### config.mk
export PLATFORM = sky130hd
export DESIGN_NAME = pin_change_edge_detect
export DESIGN_NICKNAME = d
export VERILOG_FILES = /design/src/shared/pin_change_pkg.sv /design/src/pin_change_edge_detect.sv
export SDC_FILE = /design/constraint.sdc
export NUM_CORES = 1
export LEC_CHECK = 0
export ABC_AREA = 1
export BUFFER_PORTS_ARGS = -buffer_cell sky130_fd_sc_hd__clkbuf_2
export CORE_ASPECT_RATIO = 1.25
export CORE_MARGIN = 2
export CORE_UTILIZATION = 51
export CTS_CLUSTER_DIAMETER = 30
export CTS_CLUSTER_SIZE = 16
export DETAILED_ROUTE_END_ITERATION = 7
export PLACE_DENSITY = 0.76
export SETUP_SLACK_MARGIN = 0.15
export SLEW_MARGIN = 20
export SYNTH_ARGS = -nofsm -noshare
export SYNTH_HDL_FRONTEND = slang
export SYNTH_SLANG_ARGS = --single-unit
### constraint.sdc
create_clock -name pclk -period 4 [get_ports pclk]
set_clock_uncertainty 0.05 [all_clocks]
set_input_delay 0.2 -clock pclk [delete_from_list [all_inputs] [get_ports pclk]]
set_output_delay 0.2 -clock pclk [all_outputs]
set_load 0.01 [all_outputs]
### src/shared/pin_change_pkg.sv
// Purpose: Constants and types for the pin change edge detector
// Assumes: APB slave, 32-bit data, one word per register
// Notes: Unimplemented bit positions are masked off in every register
//
// Notes on behaviour
// - A rising edge on a pin whose rise enable is 1 sets that pin's change flag.
// - A falling edge on a pin whose fall enable is 1 sets that pin's change flag.
// - An edge in a direction not enabled for a pin leaves its flag unchanged.
// - The port C flag register holds eight per-pin flags in bits 7 to 0, all eight implemented.
// - Flags are read and written by software and set by hardware, and a set beats a coinciding write.
// - All change flags reset to 0 on every reset.
// - Bit positions with no pin read as 0 and ignore writes.
// - Any per-pin flag set by an enabled edge also sets the summary change flag.
// - A pin with both enables 0 never sets a flag.
package pin_change_pkg;

    localparam int unsigned NUM_PORTS = 3;

    // Register byte offsets
    localparam logic [7:0] OFF_INTERRUPT_CONTROL = 8'h00;
    localparam logic [7:0] OFF_PORTA_RISE_ENABLES = 8'h04;
    localparam logic [7:0] OFF_PORTA_FALL_ENABLES = 8'h08;
    localparam logic [7:0] OFF_PORTA_CHANGE_FLAGS = 8'h0c;
    localparam logic [7:0] OFF_PORTB_RISE_ENABLES = 8'h10;
    localparam logic [7:0] OFF_PORTB_FALL_ENABLES = 8'h14;
    localparam logic [7:0] OFF_PORTB_CHANGE_FLAGS = 8'h18;
    localparam logic [7:0] OFF_PORTC_RISE_ENABLES = 8'h1c;
    localparam logic [7:0] OFF_PORTC_FALL_ENABLES = 8'h20;
    localparam logic [7:0] OFF_PORTC_CHANGE_FLAGS = 8'h24;
    localparam logic [7:0] OFF_IRQ_STATUS = 8'h28;
    localparam logic [7:0] OFF_IRQ_MASK = 8'h2c;

    // Implemented pin masks per port
    localparam logic [7:0] PORTA_PIN_MASK = 8'h3f;
    localparam logic [7:0] PORTB_PIN_MASK = 8'hf0;
    localparam logic [7:0] PORTC_PIN_MASK = 8'hff;

    // Interrupt control fields
    localparam int unsigned BIT_SUMMARY_FLAG = 0;
    localparam int unsigned BIT_SUMMARY_ENABLE = 3;
    localparam int unsigned BIT_PERIPHERAL_EN = 6;
    localparam int unsigned BIT_GLOBAL_EN = 7;
    localparam logic [7:0] INTCTL_WRITE_MASK = 8'hc8;

    // Irq status bits: one per port
    localparam logic [2:0] IRQ_STATUS_MASK = 3'h7;

    // Reset values
    localparam logic [7:0] RESET_BYTE = 8'h00;
    localparam logic [2:0] RESET_IRQ = 3'h0;

    typedef struct packed {
        logic [7:0] rise;
        logic [7:0] fall;
        logic [7:0] flags;
    } port_regs_s;

    typedef struct packed {
        logic [7:0] addr;
        logic write;
        logic [31:0] wdata;
        logic access;
    } bus_req_s;

endpackage

### src/pin_change_edge_detect.sv
// Purpose: Per-pin rising/falling edge detection with flags and interrupt
// Assumes: Pins are asynchronous and pass two flip-flops first
// Notes: APB slave, zero wait states, unmapped reads give zero and pslverr
`timescale 1ns/1ps
`default_nettype none

module pin_change_edge_detect (
    // Clock and reset
    input wire logic pclk,
    input wire logic presetn,
    // APB slave
    input wire logic psel,
    input wire logic penable,
    input wire logic pwrite,
    input wire logic [31:0] paddr,
    input wire logic [31:0] pwdata,
    input wire logic [3:0] pstrb,
    output logic [31:0] prdata,
    output logic pready,
    output logic pslverr,
    // Port pins
    input wire logic [7:0] porta_pin,
    input wire logic [7:0] portb_pin,
    input wire logic [7:0] portc_pin,
    // Interrupt
    output logic irq
);

    // ------------------------------------------------------------
    // Decode helpers
    // ------------------------------------------------------------
    function automatic logic mapped(input logic [7:0] a);
        mapped = (a <= pin_change_pkg::OFF_IRQ_MASK) && (a[1:0] == 2'h0);
    endfunction

    function automatic logic [7:0] port_mask(input int unsigned p);
        case (p)
            0: port_mask = pin_change_pkg::PORTA_PIN_MASK;
            1: port_mask = pin_change_pkg::PORTB_PIN_MASK;
            default: port_mask = pin_change_pkg::PORTC_PIN_MASK;
        endcase
    endfunction

    function automatic logic [7:0] port_base(input int unsigned p);
        case (p)
            0: port_base = pin_change_pkg::OFF_PORTA_RISE_ENABLES;
            1: port_base = pin_change_pkg::OFF_PORTB_RISE_ENABLES;
            default: port_base = pin_change_pkg::OFF_PORTC_RISE_ENABLES;
        endcase
    endfunction

    // ------------------------------------------------------------
    // Bus request
    // ------------------------------------------------------------
    pin_change_pkg::bus_req_s req;
    logic wr_en;
    logic rd_en;
    logic lane0;

    always_comb begin
        req.addr = paddr[7:0];
        req.write = pwrite;
        req.wdata = pwdata;
        req.access = psel && penable && (paddr[31:8] == 24'h000000);
    end

    assign wr_en = req.access && req.write;
    assign rd_en = req.access && !req.write;
    assign lane0 = pstrb[0];

    // ------------------------------------------------------------
    // Pin synchronisers
    // ------------------------------------------------------------
    logic [23:0] pins_in;
    logic [23:0] sync1_q;
    logic [23:0] sync2_q;
    logic [23:0] prev_q;

    assign pins_in = {portc_pin, portb_pin, porta_pin};

    always_ff @(posedge pclk or negedge presetn) begin
        if (!presetn) begin
            sync1_q <= 24'h000000;
            sync2_q <= 24'h000000;
            prev_q <= 24'h000000;
        end else begin
            sync1_q <= pins_in;
            sync2_q <= sync1_q;
            prev_q <= sync2_q;
        end
    end

    // ------------------------------------------------------------
    // Per-port enables, edge detect and flags
    // ------------------------------------------------------------
    pin_change_pkg::port_regs_s regs_q [pin_change_pkg::NUM_PORTS];
    logic [7:0] hit [pin_change_pkg::NUM_PORTS];
    logic [2:0] port_hit;
    logic [2:0] port_any_flag;

    genvar gp;
    generate
        for (gp = 0; gp < 3; gp++) begin : g_port
            localparam logic [7:0] MASK = port_mask(gp);
            localparam logic [7:0] BASE = port_base(gp);
            logic [7:0] cur;
            logic [7:0] old;
            logic [7:0] rose;
            logic [7:0] fell;
            logic [7:0] flags_d;

            assign cur = sync2_q[gp*8 +: 8];
            assign old = prev_q[gp*8 +: 8];
            assign rose = cur & ~old;
            assign fell = ~cur & old;
            // Only enabled directions count; both enables 0 means no detection
            assign hit[gp] = ((rose & regs_q[gp].rise)
                              | (fell & regs_q[gp].fall)) & MASK;
            assign port_hit[gp] = |hit[gp];
            assign port_any_flag[gp] = |regs_q[gp].flags;

            always_comb begin
                flags_d = regs_q[gp].flags;
                if (wr_en && lane0 && req.addr == BASE + 8'h08) begin
                    flags_d = req.wdata[7:0] & MASK;
                end
                flags_d = flags_d | hit[gp];
            end

            always_ff @(posedge pclk or negedge presetn) begin
                if (!presetn) begin
                    regs_q[gp].rise <= pin_change_pkg::RESET_BYTE;
                    regs_q[gp].fall <= pin_change_pkg::RESET_BYTE;
                    regs_q[gp].flags <= pin_change_pkg::RESET_BYTE;
                end else begin
                    if (wr_en && lane0 && req.addr == BASE) begin
                        regs_q[gp].rise <= req.wdata[7:0] & MASK;
                    end
                    if (wr_en && lane0 && req.addr == BASE + 8'h04) begin
                        regs_q[gp].fall <= req.wdata[7:0] & MASK;
                    end
                    regs_q[gp].flags <= flags_d;
                end
            end
        end
    endgenerate

    // ------------------------------------------------------------
    // Interrupt control and summary
    // ------------------------------------------------------------
    logic summary_flag;
    logic [7:0] intctl_q;
    logic [2:0] irq_status_q;
    logic [2:0] irq_mask_q;
    logic [2:0] status_rd_clr;

    // Summary follows the OR of flags; a fresh hit shows at once
    assign summary_flag = (|port_any_flag) || (|port_hit);

    always_ff @(posedge pclk or negedge presetn) begin
        if (!presetn) begin
            intctl_q <= pin_change_pkg::RESET_BYTE;
        end else if (wr_en && lane0 && req.addr == pin_change_pkg::OFF_INTERRUPT_CONTROL) begin
            intctl_q <= req.wdata[7:0] & pin_change_pkg::INTCTL_WRITE_MASK;
        end
    end

    // Sticky per-port events, cleared by a read; a new event beats the clear
    // Clear only the bits that the read returned, so an event landing in the
    // setup cycle stays pending for the next read
    assign status_rd_clr = (rd_en && req.addr == pin_change_pkg::OFF_IRQ_STATUS) ?
                           prdata[2:0] : pin_change_pkg::RESET_IRQ;

    always_ff @(posedge pclk or negedge presetn) begin
        if (!presetn) begin
            irq_status_q <= pin_change_pkg::RESET_IRQ;
        end else begin
            irq_status_q <= (irq_status_q & ~status_rd_clr) | port_hit;
        end
    end

    always_ff @(posedge pclk or negedge presetn) begin
        if (!presetn) begin
            irq_mask_q <= pin_change_pkg::RESET_IRQ;
        end else if (wr_en && lane0 && req.addr == pin_change_pkg::OFF_IRQ_MASK) begin
            irq_mask_q <= req.wdata[2:0] & pin_change_pkg::IRQ_STATUS_MASK;
        end
    end

    always_ff @(posedge pclk or negedge presetn) begin
        if (!presetn) begin
            irq <= 1'b0;
        end else begin
            irq <= (summary_flag && intctl_q[pin_change_pkg::BIT_SUMMARY_ENABLE])
                   || (|(irq_status_q & irq_mask_q));
        end
    end

    // ------------------------------------------------------------
    // Read data and response
    // ------------------------------------------------------------
    logic [7:0] rd_byte;
    logic [7:0] intctl_view;
    logic addr_ok;

    // Refused addresses answer with an error and zero data
    assign addr_ok = mapped(paddr[7:0]) && (paddr[31:8] == 24'h000000);

    always_comb begin
        intctl_view = intctl_q;
        intctl_view[pin_change_pkg::BIT_SUMMARY_FLAG] = |port_any_flag;
    end

    always_comb begin
        rd_byte = 8'h00;
        case (req.addr)
            pin_change_pkg::OFF_INTERRUPT_CONTROL: rd_byte = intctl_view;
            pin_change_pkg::OFF_PORTA_RISE_ENABLES: rd_byte = regs_q[0].rise;
            pin_change_pkg::OFF_PORTA_FALL_ENABLES: rd_byte = regs_q[0].fall;
            pin_change_pkg::OFF_PORTA_CHANGE_FLAGS: rd_byte = regs_q[0].flags;
            pin_change_pkg::OFF_PORTB_RISE_ENABLES: rd_byte = regs_q[1].rise;
            pin_change_pkg::OFF_PORTB_FALL_ENABLES: rd_byte = regs_q[1].fall;
            pin_change_pkg::OFF_PORTB_CHANGE_FLAGS: rd_byte = regs_q[1].flags;
            pin_change_pkg::OFF_PORTC_RISE_ENABLES: rd_byte = regs_q[2].rise;
            pin_change_pkg::OFF_PORTC_FALL_ENABLES: rd_byte = regs_q[2].fall;
            pin_change_pkg::OFF_PORTC_CHANGE_FLAGS: rd_byte = regs_q[2].flags;
            pin_change_pkg::OFF_IRQ_STATUS: rd_byte = {5'h00, irq_status_q};
            pin_change_pkg::OFF_IRQ_MASK: rd_byte = {5'h00, irq_mask_q};
            default: rd_byte = 8'h00;
        endcase
    end

    // Zero-wait answer in the access cycle, registered from the setup cycle
    always_ff @(posedge pclk or negedge presetn) begin
        if (!presetn) begin
            prdata <= 32'h00000000;
            pready <= 1'b0;
            pslverr <= 1'b0;
        end else begin
            pready <= psel && !penable;
            pslverr <= psel && !penable && !addr_ok;
            prdata <= (psel && !penable && !pwrite && addr_ok) ?
                      {24'h000000, rd_byte} : 32'h00000000;
        end
    end

endmodule

`default_nettype wire

==> results of run 1 <==
cell usage after synthesis, types with 2 or more instances:
library cell	number	share of area, %
nor3_1	2	0.17
nor2_2	6	0.64
buf_12	3	1.0
nor2_1	83	5.3
buf_2	3	0.26
a21oi_1	9	0.77
nor2_4	5	0.96
dfrtp_1	128	55
o21ai_0	9	0.77
buf_6	3	0.58
or2_2	2	0.21
nand3_2	3	0.51
nand2_2	5	0.53
o21ai_2	6	0.90
nand4_1	18	1.9
buf_4	26	3.3
inv_2	3	0.19
nand3_4	7	2.1
nand3b_1	3	0.38
inv_1	61	3.9
nand2_1	183	12
nand3_1	65	5.5
o21ai_1	30	2.6
sequential cells by signal (all words and copies together), names as in the netlist:
name          cells
regs_q           54
prev_q           18
sync1_q          18
sync2_q          18
prdata            8
intctl_q          3
irq_mask_q        3
irq_status_q      3
irq               1
pready            1
pslverr           1
cell families after synthesis:
logic type             count (synthesis)  synth area share, %
flip-flops                           128                54.61
buffers and inverters                 99                9.279
AND/OR/NAND/NOR                      386                30.65
AO/OA/AOI/OAI                         57                5.397
other                                  1              0.06393
routing by layer:
metal  global-route usage, %  share of wire, %  vias to the layer above
met4                   11.73               2.8                        0
li1                        -                 -                     2303
met1                   29.68                40                     2265
met3                   5.836               7.2                       39
met2                   40.08                50                      259
met5                       0                 0                        -
stage by stage:
step           area (sq um)  hold slack [ns]  setup WS (ns)  instances
3_5_place_dp           6212           0.2311          1.577        871
4_1_cts                6985          0.01338          2.001        921
5_1_grt                6985          0.03077          1.799        921
2_1_floorplan          5952          -0.1456          2.633        694
3_3_place_gp           6212           0.2222          1.698        871
6_report               6985          0.02129          2.034        921
report_power, final:
| part | internal, W | switching [W] |
|---|---|---|
| clock network | 0.00101 | 0.000517 |
| registers | 0.00133 | 0.0000130 |
| logic | 0.0000484 | 0.0000959 |
tightest hold or removal path, stage by stage:
cell and delay [ns]:
clkbuf_2 0.09, or2_2 0.12, inv_1 0.04
worst paths after layout:
check	start	endpoint	slack [ns]	cells after the start
min in group asynchronous	presetn	sync1_q[16]$_DFF_PN0_	0.32	2
hold / removal	penable	pready$_DFF_PN0_	0.02	3
setup / recovery	paddr[31]	regs_q[56]$_DFFE_PN0P_	2.03	9
hold reg to reg	sync1_q[23]$_DFF_PN0_	sync2_q[23]$_DFF_PN0_	0.29	0
setup reg to reg	sync2_q[5]$_DFF_PN0_	irq$_DFF_PN0_	2.48	8
max in group asynchronous	presetn	prdata[5]$_DFF_PN0_	2.61	3
layout make-up:
cell class | instances | area (sq um)
clock buffers | 26 | 479.2
clock inverters | 5 | 103.9
fillers | 922 | 4151
inverters | 64 | 240.2
multi-input cells | 467 | 2205
flip-flops and latches | 128 | 3203
well taps | 135 | 168.9
repair buffers | 96 | 585.6
==> metrics.txt, run 1 <==
pwr dens 430.8 nW/um^2; outcome finished clean; Final Cycle Share 49.16%; Fmax 508.6 MHz; DRC 0; CP Data Arrival Time 2.19 ns; Synth cell types 31; total gr overflow 0; Clk pin slew, worst setup/hold paths 0.05 ns; IO buf count 74; Final #Nets between 800 and 900; Initial DRC Count 367; Top delay family on crit path simple AND/OR/NAND/NOR gates; syn avg cell area around 8.7 sq um; die footprint 12380 sq um; initial antenna violation count 0; ys async rst share 100.0%; CP startpoint kind primary input; CTS tree yes; wire per inst 15.46 um; commonest non-fill, non-tap cell in the layout nand2_1; Core ar. 11140 sq um; crit-path cells clkbuf_2, nor2_1, nand2_1, nor2_1, nand3_2, nor2_8, nand3_1, nand2_1, o21ai_2; gp weighted congestion a little over 0.9; Ports between 100 and 150; worst vdd ir approximately 240 uV; Cells after Synth 671; post-route antenna net violation count 0; FP Rows 43; Warnings, synthesis 0; Final Critical Period 1.966 ns; CP endpoint kind register; Tot GR Track Use 24.12%; CTS H-Tree Depth 4; CP max-delay cell nand3_1; Final Util between 60% and 70%; hold_buf cts 19; number of global-route vias before repair between 4000 and 5000; DP HPWL 10040 um; Crit path largest cell delay 0.61 ns; RSZ-0062 raised after global routing no; CTS root buf clkbuf_16; postcts setup bufs 0; vias per inst approximately 5.3; Worst Hold Class in -> reg; worst path buffer plus inverter count 1; Slew @ Worst Pin roughly 0.68 ns; critical path peak fanout 32; critical path type in -> reg; pin count of the biggest net entering global routing 53; worst-case clock buffer depth 2; first-pass GRT wire length 22640 um; Syn Std Cell Area roughly 5900 sq um; CTS resizes 0; worst-skew pair later-pin latency 0.41 ns; clock buffer count from CTS 17; n_diodes 0; DR vias a little under 5000; first-pass detailed-route iteration total 6; max cap viols 0; initial core utilization 52.67%; Final Total Pwr around 0.0030 W; relative slew slack between 50 and 60%; CP required 4.22 ns; Area Growth Syn to Fin 19.09%; total wire length between 10000 and 15000 um; most frequent cells in the layout nand2_1 (183), dfrtp_1 (128), nor2_1 (83), clkbuf_2 (73), nand3_1 (65); Die Wd 99.92 um; # setup viols final 0; Leakage Power 3.385 nW; post-synthesis register bit count between 100 and 150; Vert. Die Dim 123.9 um; layout cell share with drive strength beyond 1 17.68%; register area share after synthesis 54.61%; Slew Limit Fails 0; Hold Violations, Final 0; Main synth FF type dfrtp_1; setup TNS 0 ns; clk sink count about 130; Post-synth EDFFs 0
Power figures use the tool's default switching activity.
==> run 2: changes to the inputs <==
--- a/config.mk
+++ b/config.mk
@@ -5,7 +5,7 @@
 export SDC_FILE = /design/constraint.sdc
 export NUM_CORES = 1
 export LEC_CHECK = 0
-export ABC_AREA = 1
+export ABC_AREA = 0
 export BUFFER_PORTS_ARGS = -buffer_cell sky130_fd_sc_hd__clkbuf_2
 export CORE_ASPECT_RATIO = 1.25
 export CORE_MARGIN = 2
@@ -13,7 +13,7 @@
 export CTS_CLUSTER_DIAMETER = 30
 export CTS_CLUSTER_SIZE = 16
 export DETAILED_ROUTE_END_ITERATION = 7
-export PLACE_DENSITY = 0.76
+export PLACE_DENSITY = 0.77
 export SETUP_SLACK_MARGIN = 0.15
 export SLEW_MARGIN = 20
 export SYNTH_ARGS = -nofsm -noshare
==> constraint.sdc (replaced) <==
create_clock -name pclk -period 1.95 [get_ports pclk]
set_clock_uncertainty 0.05 [all_clocks]
set_input_delay 0.0975 -clock pclk [delete_from_list [all_inputs] [get_ports pclk]]
set_output_delay 0.0975 -clock pclk [all_outputs]
set_load 0.01 [all_outputs]
==> run 2 against run 1 <==
Net effect:
- the flow now finishes with violations (setup timing)
- critical path depth fell by 5
- count of clock-buffer cells in the layout fell by 7
- final cell count decreased by 18%
- area after synthesis decreased by 8.6%
- worst hold slack gained 0.012 ns
- setup slack got worse by 2.3 ns
- combinational power rose by 99%
- core utilization is 8.9 points higher
- critical endpoint is now irq$_DFF_PN0_
==> metrics.txt, run 2 <==
outcome complete, but fails checks; violated checks setup timing; Slew @ Worst Pin 0.5707 ns (-0.1114 ns); number of global-route vias before repair 4513 (-3.9%); Synth area leaders dfrtp_1 (60%), mux2_2 (9.2%), buf_4 (3.5%), nand3b_1 (2.9%), nand2_1 (2.8%); first-pass detailed-route iteration total 5 (-1); register area share after synthesis 59.77% (+5.2 points); CP required 2.17 ns (-2.05 ns); top post-synthesis cells by count dfrtp_1 (128), mux2_2 (44), nand2_1 (40); Slew Limit Fails 0 (unchanged); Synth cell types 41 (+32%); max cap viols 0 (unchanged); Initial DRC Count 444 (+21%); Warnings, synthesis 0 (unchanged); commonest non-fill, non-tap cell in the layout dfrtp_1; met3 usage 6.692% (+0.86 points); IO buf count 74 (unchanged); total wire length 13780 um (-3.2%); most frequent cells in the layout dfrtp_1 (128), clkbuf_2 (73), buf_4 (70), mux2_2 (44), nand2_1 (40); worst vdd ir 751.5 uV (+210%); Vert. Die Dim 118.6 um (-4.3%); Leakage Power 3.435 nW (+1.5%); Syn Std Cell Area 5359 sq um (-8.6%); clock buffer count from CTS 17 (unchanged); DR vias 4354 (-11%); vias per inst 5.744 (+8.7%); most common cell in the netlist dfrtp_1; clk sink count 128 (unchanged); CTS tree yes; Largest Register regs_q; initial core utilization 52.76% (+0.091 points); cell taking the most area after synthesis dfrtp_1; pin count of the biggest net entering global routing 54 (+1.9%); worst-skew pair later-pin latency 0.41 ns (about the same); CTS root buf clkbuf_16; setup TNS -0.4087 ns (-0.4087 ns); met2 Use GR 41.35% (+1.3 points); ys async rst share 100.0% (unchanged); Fmax 445.6 MHz; layout cell share with drive strength beyond 1 37.68% (+20 points); Main synth FF type dfrtp_1; cell count of the worst reg-to-reg path 4 (-4); fill cell count 701 (-24%); wire per inst 18.18 um (+18%); syn avg cell area 12.38 sq um (+42%); Post-synth EDFFs 0 (unchanged); Final Critical Period 2.244 ns; CTS H-Tree Depth 4 (unchanged); FP Rows 41 (-4.7%); worst-case clock buffer depth 2 (unchanged); Worst Hold Class in -> reg; CP endpoint kind register; Cells after Synth 433 (-35%); met1 usage 32.26% (+2.6 points); post-route antenna net violation count 0 (unchanged); Finished Cell Area 7276 sq um (+4.2%); Die Wd 95.69 um (-4.2%); GRT busiest layer met2; initial antenna violation count 0 (unchanged); n_diodes 0 (unchanged); max reg flops 54 (unchanged); Ports 132 (unchanged); Clk pin slew, worst setup/hold paths 0.06 ns (about the same); post-synthesis register bit count 128 (unchanged); critical path type reg -> reg; worst hold path depth 2 (-1); CP startpoint kind register; DRC 0 (unchanged); relative slew slack 61.55% (+7.0 points); die footprint 11350 sq um (-8.3%); total gr overflow 0 (unchanged); RSZ-0062 raised after global routing yes; pwr dens 854.1 nW/um^2 (+98%); DP HPWL 9967 um (-0.73%); Hold Violations, Final 0 (unchanged); first-pass GRT wire length 22170 um (-2.1%); Tot GR Track Use 26.20% (+2.1 points); critical path peak fanout 2 (-94%); share of the synthesized area in the top cell type 59.77% (+5.2 points); Final Cycle Share 115.1%; Final #Nets 713 (-18%); Placed Area 6356 sq um (+2.3%); CP Data Arrival Time 2.46 ns (+0.27 ns); Worst Slack Setup Final -0.2940 ns (-2.328 ns); reg2reg setup slack -0.29 ns (-2.77 ns); Area Growth Syn to Fin 35.77%; gp weighted congestion 0.9169 (-1.0%); Core ar. 10160 sq um (-8.8%); # setup viols final 2 (+2)
[run 2: repair_timing]
action                                 in CTS  in global routing
setup buffers                               0                  1
gates resized for setup                     5                  1
hold buffers                               27                  0
pin swaps                                   2                  5
setup endpoints to repair                   2                  2
endpoints found under the hold margin      75                  0
[run 2: path summary, 6_finish.rpt]
check,startpoint,to
setup / recovery,regs_q[5]$_DFF_PN0_,irq$_DFF_PN0_
min in group asynchronous,presetn,regs_q[17]$_DFFE_PN0P_
hold reg to reg,sync1_q[20]$_DFF_PN0_,sync2_q[20]$_DFF_PN0_
max in group asynchronous,presetn,regs_q[21]$_DFFE_PN0P_
hold / removal,pwdata[0],regs_q[64]$_DFFE_PN0P_
setup reg to reg,regs_q[5]$_DFF_PN0_,irq$_DFF_PN0_
[run 2: critical path, stage by stage (launching register included)]
cell	delay, ns
dfrtp_1	0.38
or4_4	0.54
or4_4	0.50
or4_1	0.49
a2bb2oi_1	0.14
[run 2: power breakdown]
part	internal, W	switching, W	leakage, nW
Combinational	0.000125	0.000163	1.52
Clock	0.00204	0.00114	0.286
Sequential	0.00272	0.0000279	1.63
Total	0.00488	0.00133	3.44
[run 2: through the flow]
stage               hold WS (ns)  util (%)  power (W)  std cells  worst slack, ns
finish                   0.03326     71.63   0.006214        758          -0.2940
global placement         0.04375     62.58   0.003026        698          -0.2076
detailed placement       0.04988     62.58   0.003036        698          -0.2547
floorplan                -0.2481         -   0.002885        456         -0.09065
CTS                      0.01259     71.52   0.006249        757          -0.2413
global route             0.02067     71.63   0.006432        758          -0.3262
[run 2: cell type report]
class	instances	area (sq um)	share of cell area, %
sequential	128	3203	44.02
multi-input combinational	294	2078	28.56
timing repair buffer	173	1221	16.78
clock buffer	19	442.9	6.088
clock inverter	13	161.4	2.218
tap	129	161.4	2.218
inverter	2	7.507	0.1032
[run 2: cell families after synthesis]
logic type	after synthesis	share of synthesized area, %
simple gates	149	15.99
flops	128	59.77
compound gates	70	9.106
mux	51	10.79
other cells	1	0.06998
buf+inv	34	4.273
[run 2: layer usage]
layer / part of all wire, % / wire, um
met3: 7.5 / 1039
met5: 0 / 0
met4: 4.7 / 651
met2: 49 / 6802
met1: 38 / 5287
==> run 3: changes to the inputs <==
--- a/config.mk
+++ b/config.mk
@@ -8,7 +8,6 @@
 export ABC_AREA = 0
 export BUFFER_PORTS_ARGS = -buffer_cell sky130_fd_sc_hd__clkbuf_2
 export CORE_ASPECT_RATIO = 1.25
-export CORE_MARGIN = 2
 export CORE_UTILIZATION = 51
 export CTS_CLUSTER_DIAMETER = 30
 export CTS_CLUSTER_SIZE = 16
==> run 3 against run 2 <==
Net effect:
- the run ends with DRC, setup timing left
- sequential power about the same
- sequential cell count unchanged
- final cell count unchanged
- critical endpoint unchanged
==> metrics.txt, run 3 (same netlist as run 2, synthesis figures left out) <==
area of the multi-input gates 2067 sq um (-0.54%); max cap viols 0 (unchanged); initial core utilization 52.76% (unchanged); storage element area 3203 sq um (unchanged); CP startpoint kind register; reg2reg setup slack -0.24 ns (+0.06 ns); CP endpoint kind register; # setup viols final 2 (unchanged); first-pass detailed-route iteration total 8 (+3); worst-skew pair later-pin latency 0.41 ns (about the same); pwr dens 908.2 nW/um^2 (+6.3%); Leakage Power 3.477 nW (+1.2%); DP HPWL 10090 um (+1.2%); critical path peak fanout 2 (unchanged); Hold Violations, Final 0 (unchanged); total gr overflow 0 (unchanged); post-route antenna net violation count 0 (unchanged); wire per inst 19.11 um (+5.1%); DR vias 4397 (+0.99%); Core ar. 10160 sq um (unchanged); gp weighted congestion 0.9431 (+2.9%); CP Data Arrival Time 2.41 ns (-0.05 ns); DRC 1 (+1); Vert. Die Dim 116.6 um (-1.7%); initial antenna violation count 0 (unchanged); Final Cycle Share 112.2% (-2.9 points); Layout Cells excl Fill 758 (unchanged); IO buf count 74 (unchanged); RSZ-0062 raised after global routing yes; pin count of the biggest net entering global routing 50 (-7.4%); relative slew slack 56.92% (-4.6 points); worst vdd ir 595.0 uV (-21%); Final Critical Period 2.188 ns (-0.05639 ns); total wire length 14490 um (+5.1%); Final #Nets 713 (unchanged); commonest non-fill, non-tap cell in the layout dfrtp_1; Initial DRC Count 476 (+7.2%); most frequent cells in the layout dfrtp_1 (128), clkbuf_2 (73), buf_4 (70), mux2_2 (44), nand2_1 (40); max reg flops 54 (unchanged); clock buffer count from CTS 17 (unchanged); vias per inst 5.801 (+0.99%); Inst Count DP 697 (-0.14%); n_diodes 0 (unchanged); critical path type reg -> reg; Die Wd 93.69 um (-2.1%); Slew @ Worst Pin 0.6394 ns (+0.06867 ns); fill cell count 675 (-3.7%); die footprint 10920 sq um (-3.7%); Worst Hold Class in -> reg; CP required 2.18 ns (about the same); worst-case clock buffer depth 2 (unchanged); number of global-route vias before repair 4466 (-1.0%); Largest Register regs_q; Fmax 457.1 MHz (+2.6%); FP Rows 41 (unchanged); clk sink count 128 (unchanged); CTS H-Tree Depth 4 (unchanged); Worst Slack Setup Final -0.2376 ns (+0.05639 ns); layout cell share with drive strength beyond 1 38.00% (+0.32 points); Area Growth Syn to Fin 37.26%; CTS tree yes; Clk pin slew, worst setup/hold paths 0.06 ns (about the same); outcome complete, but fails checks; CTS root buf clkbuf_16; first-pass GRT wire length 22640 um (+2.1%); setup TNS -0.2787 ns (+0.1300 ns); violated checks DRC, setup timing; Slew Limit Fails 0 (unchanged); Ports 132 (unchanged); Tot GR Track Use 28.51% (+2.3 points)
run 3: per-layer routing:
layer,routed length (um),up-vias,global-route usage (%)
met2,7352,269,48.66
li1,-,1920,-
met3,1195,54,5.990
met4,524,0,14.36
met5,0,-,0
met1,5413,2154,34.22
run 3: final timing paths:
| kind | startpoint | end | depth (start not counted) |
|---|---|---|---|
| max | regs_q[5]$_DFF_PN0_ | irq$_DFF_PN0_ | 4 |
| min in group asynchronous | presetn | regs_q[17]$_DFFE_PN0P_ | 2 |
| max in group asynchronous | presetn | irq_status_q[2]$_DFF_PN0_ | 3 |
| min | pwdata[5] | regs_q[53]$_DFF_PN0_ | 3 |
| max reg2reg | regs_q[5]$_DFF_PN0_ | irq$_DFF_PN0_ | 4 |
| min reg2reg | sync1_q[15]$_DFF_PN0_ | sync2_q[15]$_DFF_PN0_ | 0 |
run 3: cell type report:
class,instances,area share [%]
Sequential cell,128,43.54
Inverter,2,0.1021
Clock buffer,20,6.209
Tap cell,129,2.194
Multi-Input combinational cell,294,28.10
Timing Repair Buffer,173,16.74
Clock inverter,12,3.113
run 3: through the flow:
stage	hold slack, ns	area, sq um	setup slack [ns]	utilization, %	total power (W)
5_1_grt	0.02042	7356	-0.2544	72.42	0.006871
3_5_place_dp	0.05646	6361	-0.2277	62.63	0.003039
3_3_place_gp	0.04382	6361	-0.1732	62.63	0.003028
4_1_cts	0.001783	7331	-0.1876	72.17	0.006720
2_1_floorplan	-0.2481	5473	-0.09065	-	0.002885
6_report	0.01724	7356	-0.2376	72.42	0.006680
run 3: timing repair:
action                                 4_1_cts  5_1_grt
hold buffers                                26        0
resized for setup                            3        2
setup endpoints to repair                    2       43
pin swaps                                    0        2
endpoints found under the hold margin       78        0
buffers inserted                             1        2
run 3: critical path: stages, from the launching register on:
cell and delay (ns):
dfrtp_1 0.40, or4_4 0.54, or4_4 0.43, or4_1 0.48, a2bb2oi_1 0.14
run 3: report_power, final:
group	switching [W]	total [W]	internal, W	leakage (nW)
clock network	0.00117	0.00365	0.00247	0.323
registers	0.0000308	0.00275	0.00272	1.63
logic	0.000164	0.000287	0.000124	1.52
